File: config.mk
export PLATFORM = sky130hd
export DESIGN_NAME = dsd_frame
export DESIGN_NICKNAME = d
export VERILOG_FILES = /design/src/shared/dsd_pkg.sv /design/src/hdl/dsd_frame.sv
export VERILOG_INCLUDE_DIRS = /design/src /design/src/shared
export SDC_FILE = /design/constraint.sdc
export NUM_CORES = 1
export LEC_CHECK = 0
export BUFFER_PORTS_ARGS = -buffer_cell sky130_fd_sc_hd__buf_2
export CORE_ASPECT_RATIO = 0.8
export CORE_MARGIN = 2
export CORE_UTILIZATION = 50
export CTS_CLUSTER_SIZE = 25
export DETAILED_ROUTE_END_ITERATION = 7
export PLACE_DENSITY = 0.82
export SLEW_MARGIN = 20
export SYNTH_ARGS = -nofsm -noshare
export SYNTH_HDL_FRONTEND = slang
export SYNTH_SLANG_ARGS = --single-unit
File: constraint.sdc
create_clock -name clock -period 4.9 [get_ports clock]
set_input_delay 0.49 -clock clock [delete_from_list [all_inputs] [get_ports clock]]
set_output_delay 0.49 -clock clock [all_outputs]
set_load 0.02 [all_outputs]
File: src/shared/dsd_defines.svh
// Purpose: constants for the diagnostic frame builder
// Assumes: byte-wide frame, sixteen bytes
// Notes: values fixed by the frame layout
`ifndef DSD_DEFINES_SVH
`define DSD_DEFINES_SVH
`define DSD_FRAME_LEN 5'h10
`define DSD_LAST_IDX 4'hF
`define DSD_USER_FIRST 4'hB
`define DSD_B6_VALUE 8'h0A
`define DSD_B1_FIXED 8'h04
`define DSD_CODE_USER_VALID 8'h40
`define DSD_STAT_VALID_BIT 0
`define DSD_STAT_DELETE_BIT 1
`define DSD_STAT_IGNORED 8'h03
`define DSD_IDENT_DEFAULT 16'h1234 // Arbitrary value
`endif

File: src/shared/dsd_pkg.sv
// Purpose: types for the diagnostic frame builder
// Assumes: nothing beyond the defines header
// Notes: one state struct per module
package dsd_pkg;
  typedef enum logic [1:0] {
    DSD_IDLE = 2'b00,
    DSD_SEND = 2'b01
  } dsd_state_t;
  typedef struct packed {
    logic notReady;
    logic cfgMismatch;
    logic extDiag;
    logic notSupported;
    logic badParam;
    logic needParam;
    logic staticDiag;
    logic watchdogOn;
    logic freezeSeen;
    logic syncSeen;
    logic overflow;
  } dsd_flags_t;
  typedef struct packed {
    dsd_state_t state;
    logic [3:0] index;
    logic [7:0] outByte;
    logic outValid;
    logic outLast;
    logic pending;
    logic [7:0] prevStatus;
    logic [7:0] message;
    logic [39:0] user;
    logic busy;
  } dsd_regs_t;
endpackage

File: src/hdl/dsd_frame.sv
// Purpose: builds and streams the sixteen-byte slave diagnostic block
// Assumes: byteReady from the protocol engine on the same clock
// Notes: byte 4 holds ident high, byte 5 ident low
`timescale 1ns/1ns
`default_nettype none
`include "dsd_defines.svh"

// Summary of operation
// The block sent is six standard bytes followed by ten device bytes, sixteen in all.
// A block is sent on each master request and on each error event; the code keeps one pending flag, so several during a frame give one block.
// Host bytes become bytes 11 to 15 and a host status change can start a report.
// Byte 0 has zeros in bits 0, 5, 7 and status flags in bits 1, 2, 3, 4, 6.
// Byte 1 has flags in bits 0, 1, 3, 4, 5, a one in bit 2 and zeros in bits 6 and 7.
// Byte 2 has bits 0 to 6 zero and bit 7 showing diagnostic overflow.
// Byte 3 is the address of the master that last parametrized the slave.
// Byte 6 gives length and type of the device section.
// Byte 7 is a message code and byte 8 is reserved zero.
// Byte 4 is the ident high byte and byte 5 the ident low byte.
// Byte 6 is length ten in bits 0 to 5 and code zero in bits 6 and 7.
// Byte 7 takes the error codes from the engine or the user-valid code.
// A host status bit 0 rise starts a report; bit 1 marks deletion valid.
// A host status value of both bits set is ignored and starts nothing.
module dsd_frame
  import dsd_pkg::*;
#(
  parameter logic [15:0] IDENT = `DSD_IDENT_DEFAULT // Arbitrary value
) (
  input wire logic clock,
  input wire logic reset_n,
  input wire logic masterRequest,
  input wire logic errorEvent,
  input wire logic [7:0] errorCode,
  input wire dsd_flags_t flags,
  input wire logic [7:0] masterAddr,
  input wire logic [7:0] hostStatus,
  input wire logic [39:0] hostData,
  input wire logic byteReady,
  output logic [7:0] txByte,
  output logic txValid,
  output logic txLast,
  output logic busy
);
  dsd_regs_t r;
  dsd_regs_t next_r;
  logic hostStart;
  logic [7:0] frameByte;

  // Rise of valid bit, but a valid-plus-delete value never starts
  assign hostStart = hostStatus[`DSD_STAT_VALID_BIT] && !r.prevStatus[`DSD_STAT_VALID_BIT]
                     && (hostStatus != `DSD_STAT_IGNORED); // see

  always_comb begin
    next_r = r;
    frameByte = 8'h00;
    next_r.prevStatus = hostStatus;
    // Requests during a frame are held in one pending flag, so several give one more frame
    if (masterRequest || errorEvent || hostStart) begin
      next_r.pending = 1'b1;
    end
    if (errorEvent) begin
      next_r.message = errorCode;
    end else if (hostStart) begin
      next_r.message = `DSD_CODE_USER_VALID;
    end
    // Host bytes are taken even when an error claims byte 7
    if (hostStart) begin
      next_r.user = hostData;
    end
    case (r.state)
      DSD_IDLE: begin
        if (r.pending) begin
          next_r.pending = masterRequest || errorEvent || hostStart;
          next_r.state = DSD_SEND;
          next_r.index = 4'h0;
          next_r.outValid = 1'b1;
          next_r.outLast = 1'b0;
          next_r.busy = 1'b1;
        end
      end
      DSD_SEND: begin
        if (byteReady) begin
          if (r.index == `DSD_LAST_IDX) begin
            next_r.state = DSD_IDLE;
            next_r.outValid = 1'b0;
            next_r.outLast = 1'b0;
            next_r.busy = 1'b0;
          end else begin
            next_r.index = r.index + 4'h1;
            next_r.outLast = (r.index + 4'h1) == `DSD_LAST_IDX;
          end
        end
      end
      default: begin
        next_r.state = DSD_IDLE;
      end
    endcase
    // Byte content follows the index the frame moves to at this edge
    case (next_r.index)
      4'h0: frameByte = {1'b0, flags.badParam, 1'b0, flags.notSupported, flags.extDiag,
                         flags.cfgMismatch, flags.notReady, 1'b0};
      4'h1: frameByte = `DSD_B1_FIXED | {2'b00, flags.syncSeen, flags.freezeSeen, flags.watchdogOn,
                         1'b0, flags.staticDiag, flags.needParam};
      4'h2: frameByte = {flags.overflow, 7'h00};
      4'h3: frameByte = masterAddr;
      4'h4: frameByte = IDENT[15:8];
      4'h5: frameByte = IDENT[7:0];
      4'h6: frameByte = `DSD_B6_VALUE; // see
      4'h7: frameByte = next_r.message; // see
      4'hB: frameByte = next_r.user[39:32];
      4'hC: frameByte = next_r.user[31:24];
      4'hD: frameByte = next_r.user[23:16];
      4'hE: frameByte = next_r.user[15:8];
      4'hF: frameByte = next_r.user[7:0];
      default: frameByte = 8'h00;
    endcase
    next_r.outByte = next_r.outValid ? frameByte : 8'h00;
  end

  always_ff @(posedge clock) begin
    if (!reset_n) begin
      r <= '0;
    end else begin
      r <= next_r;
    end
  end

  assign txByte = r.outByte;
  assign txValid = r.outValid;
  assign txLast = r.outLast;
  assign busy = r.busy;
endmodule
`default_nettype wire

==> impl_metrics.toml <==
[setup_path]
crit_type = "reg2reg"
rrSetupSlack_ns = 1.99
cp.arrival_ns = 3.16
r2r_end = "txByte[0]"
reg2regPathDepth = 8
cp_max_fo = 18
r2r-start = "r[68]"
cp.required_ns = 5.15
start_kind = "register"
critPathCaptureType = "register"

[cts]
max-clock-path-buffers = 2
root_buffer = "clkbuf_8"
post_cts_resized = 0
cts_tree = "done"
ctsHoldBuffers = 0
h-tree-depth = 3
clk_latency_ns = 0.34
cts.sinks = 66
clkTransAtPathRegs_ns = 0.07
cts_buffers = 9
post_cts.repair.setup_buffers = 0

[die]
die_w_um = 96
coreArea_um2 = 6470
io_pins = 91
die_y_um = 77.6
initial_core_util = 0.523
die_area_um2 = 7450
rows = 26

[grt]
overflow = 0
grt_pass1_vias = 2976
grt_pass1_wl_um = 14200
grt_use_total = 0.250
antenna_found_initial = 0
grt_max_degree = 59

[sta]
relSlewSlack = 0.383
setup_ws_ns = 1.99
slew_viol_final = 0
worst_slew_pin_slew_ns = 0.915
finClkSkew_ns = 0.00740
rsz0062_at_grt = "false"
finalSetupTns_ns = 0
finalHoldViolCount = 0
finalCritPeriodShare = 0.594
setup_violations = 0
fmax_mhz = 343
min_period_ns = 2.91

[power_and_ir_drop]
power.switching_w = 0.000308
ir_drop_mv = 0.179
intPower_w = 0.000961
switching_share = 0.242
cellPowerDensity_nw_per_um2 = 315
comb_power_share = 0.145
power_frac_clock = 0.398
p_leak_nw = 1.75
p_seq_frac = 0.458

[place]
dp_slack_ns = 1.73
io_buffers = 90
hpwlAfterDp_um = 6490
dp_cells = 525
gp_routability_congestion = 0.866

[routing]
num_vias = 3099
first_pass_iters = 4
ant_nets = 0
wl_met3_um = 757
drtIter0Drc = 228
wl_met1_um = 4090
wl_met2_um = 3990
wl_per_cell_um = 16.5
dr.max_layer_used = "met4"
routed_via_density = 5.74
drc = 0
wl_um = 8930

[yosys]
ys.flop_type = "dfxtp_1"
syn-num-nets = 463
synth_edf_count = 0
avgSynthCellArea_um2 = 8.89
syn_area_um2 = 3390
syn_inst = 381
synth.distinct_cells = 56
synth-warning-count = 0
async_flop_share = 0
yosysSeqAreaShare = 0.390
ys_seq_elements = 66

[cells_and_area]
nets = 534
num-fill-cells = 602
stdcell_count = 540
drive_gt1_frac = 0.248
antenna_cells = 0
area_growth_pct = 18.8
fin_util = 0.622

[job]
drv_cap = 0

[hold_path]
hold-path-endpoint = "r[49]"
hold_path_depth = 2
min_path_type = "in2reg"
min_from = "hostStatus[0]"

[run_status]
outcome = "finished clean"
-- power groups by stage --
stage / Combinational (W) / Sequential, W / Clock (W)
after global placement: 0.000177 / 0.000591 / 0
after detailed placement: 0.000181 / 0.000593 / 0
final: 0.000183 / 0.000581 / 0.000504
after global routing: 0.000202 / 0.000583 / 0.000533
after floorplan: 0.000122 / 0.000589 / 0
after CTS: 0.000183 / 0.000581 / 0.000512
-- cell type report --
| class | instances | area, µm² | share of cell area |
|---|---|---|---|
| Sequential cell | 66 | 1320 | 0.328 |
| Timing Repair Buffer | 95 | 488 | 0.121 |
| Inverter | 7 | 26.3 | 0.00653 |
| Tap cell | 84 | 105 | 0.0261 |
| Clock buffer | 13 | 159 | 0.0395 |
| Clock inverter | 2 | 60.1 | 0.0149 |
| Multi-Input combinational cell | 273 | 1860 | 0.463 |
-- placed cells by master (no fill, tap or decap), types with 7 or more instances in the layout --
master	netlist	layout
a21oi_1	14	14
and2_1	11	11
buf_2	4	90
clkbuf_8	0	11
dfxtp_1	66	66
inv_1	7	7
mux2i_1	41	41
nand2_1	29	29
nand3_1	10	10
nor2_1	10	10
nor2b_1	46	46
nor3_1	14	14
o21ai_0	7	7
-- worst max-delay path, stage by stage (launching register included) --
cell	delay (ns)
dfxtp_1	0.47
ha_1	0.32
and3_1	0.39
o211a_1	0.24
nor2_1	0.05
buf_4	0.20
nor2_1	0.54
o31ai_2	0.32
a41oi_1	0.27
-- synthesized netlist by cell type (all sizes together) (2+ instances only) --
| library cell | number | area share |
|---|---|---|
| nand3 | 10 | 0.015 |
| a311oi | 2 | 0.0052 |
| a41oi | 4 | 0.010 |
| o32ai | 3 | 0.0078 |
| a211o | 2 | 0.0052 |
| a31oi | 3 | 0.0055 |
| o21a | 3 | 0.0067 |
| a32oi | 3 | 0.0078 |
| o311a | 3 | 0.0089 |
| nand4 | 5 | 0.0092 |
| a22oi | 2 | 0.0044 |
| o221ai | 3 | 0.0078 |
| mux2i | 41 | 0.12 |
| clkbuf | 21 | 0.023 |
| o22ai | 3 | 0.0055 |
| nor2b | 46 | 0.085 |
| a211oi | 2 | 0.0044 |
| nand3b | 2 | 0.0044 |
| a221oi | 2 | 0.0052 |
| nand2b | 5 | 0.0092 |
| buf | 14 | 0.028 |
| ha | 2 | 0.0074 |
| nor2 | 10 | 0.011 |
| a21oi | 14 | 0.021 |
| o31ai | 3 | 0.012 |
| and2 | 11 | 0.020 |
| inv | 7 | 0.0078 |
| and3 | 2 | 0.0037 |
| or3 | 3 | 0.0055 |
| o2111ai | 3 | 0.0078 |
| dfxtp | 66 | 0.39 |
| o211ai | 6 | 0.013 |
| nand2 | 29 | 0.032 |
| o21ai | 13 | 0.019 |
| a21boi | 5 | 0.011 |
| nor3 | 14 | 0.021 |
-- through the flow --
step | hold WS (ns) | area, µm² | power, W
4_1_cts | 0.348 | 4020 | 0.00128
3_5_place_dp | 0.462 | 3800 | 0.000774
5_1_grt | 0.383 | 4020 | 0.00132
2_1_floorplan | 0.475 | 3390 | 0.000711
3_3_place_gp | 0.452 | 3800 | 0.000768
6_report | 0.361 | 4020 | 0.00127
-- logic make-up after synthesis --
family / Yosys count / synth area share
AO/OA/AOI/OAI: 87 / 0.191
XOR/XNOR: 2 / 0.00517
adder cells (fa/ha/maj): 2 / 0.00739
buffers and inverters: 42 / 0.0591
flip-flops: 66 / 0.390
multiplexers: 42 / 0.125
AND/OR/NAND/NOR: 140 / 0.223
-- sequential cells by signal, indices dropped and copies added (netlist names) --
register  flops
r            55
txByte        8
busy          1
txLast        1
txValid       1
-- how the worst max path moves through the flow --
| stage | from | to | slack, ns | cells after the start |
|---|---|---|---|---|
| after floorplan | hostStatus[7] | txByte[6] | 2.43 | 8 |
| after global placement | hostStatus[7] | txByte[0] | 1.85 | 8 |
| after detailed placement | hostStatus[7] | txByte[3] | 1.73 | 8 |
| after CTS | r[68] | txByte[0] | 2.07 | 8 |
| after global routing | r[68] | txByte[0] | 1.82 | 8 |
| final | r[68] | txByte[0] | 1.99 | 8 |
-- layer usage --
metal  vias to the layer above  track usage
li1                       1511            -
met1                      1443        0.350
met2                       133        0.378
met3                        12       0.0709
met4                         0       0.0614
met5                         -            0
Note: power is estimated with default switching activity, not from simulation.
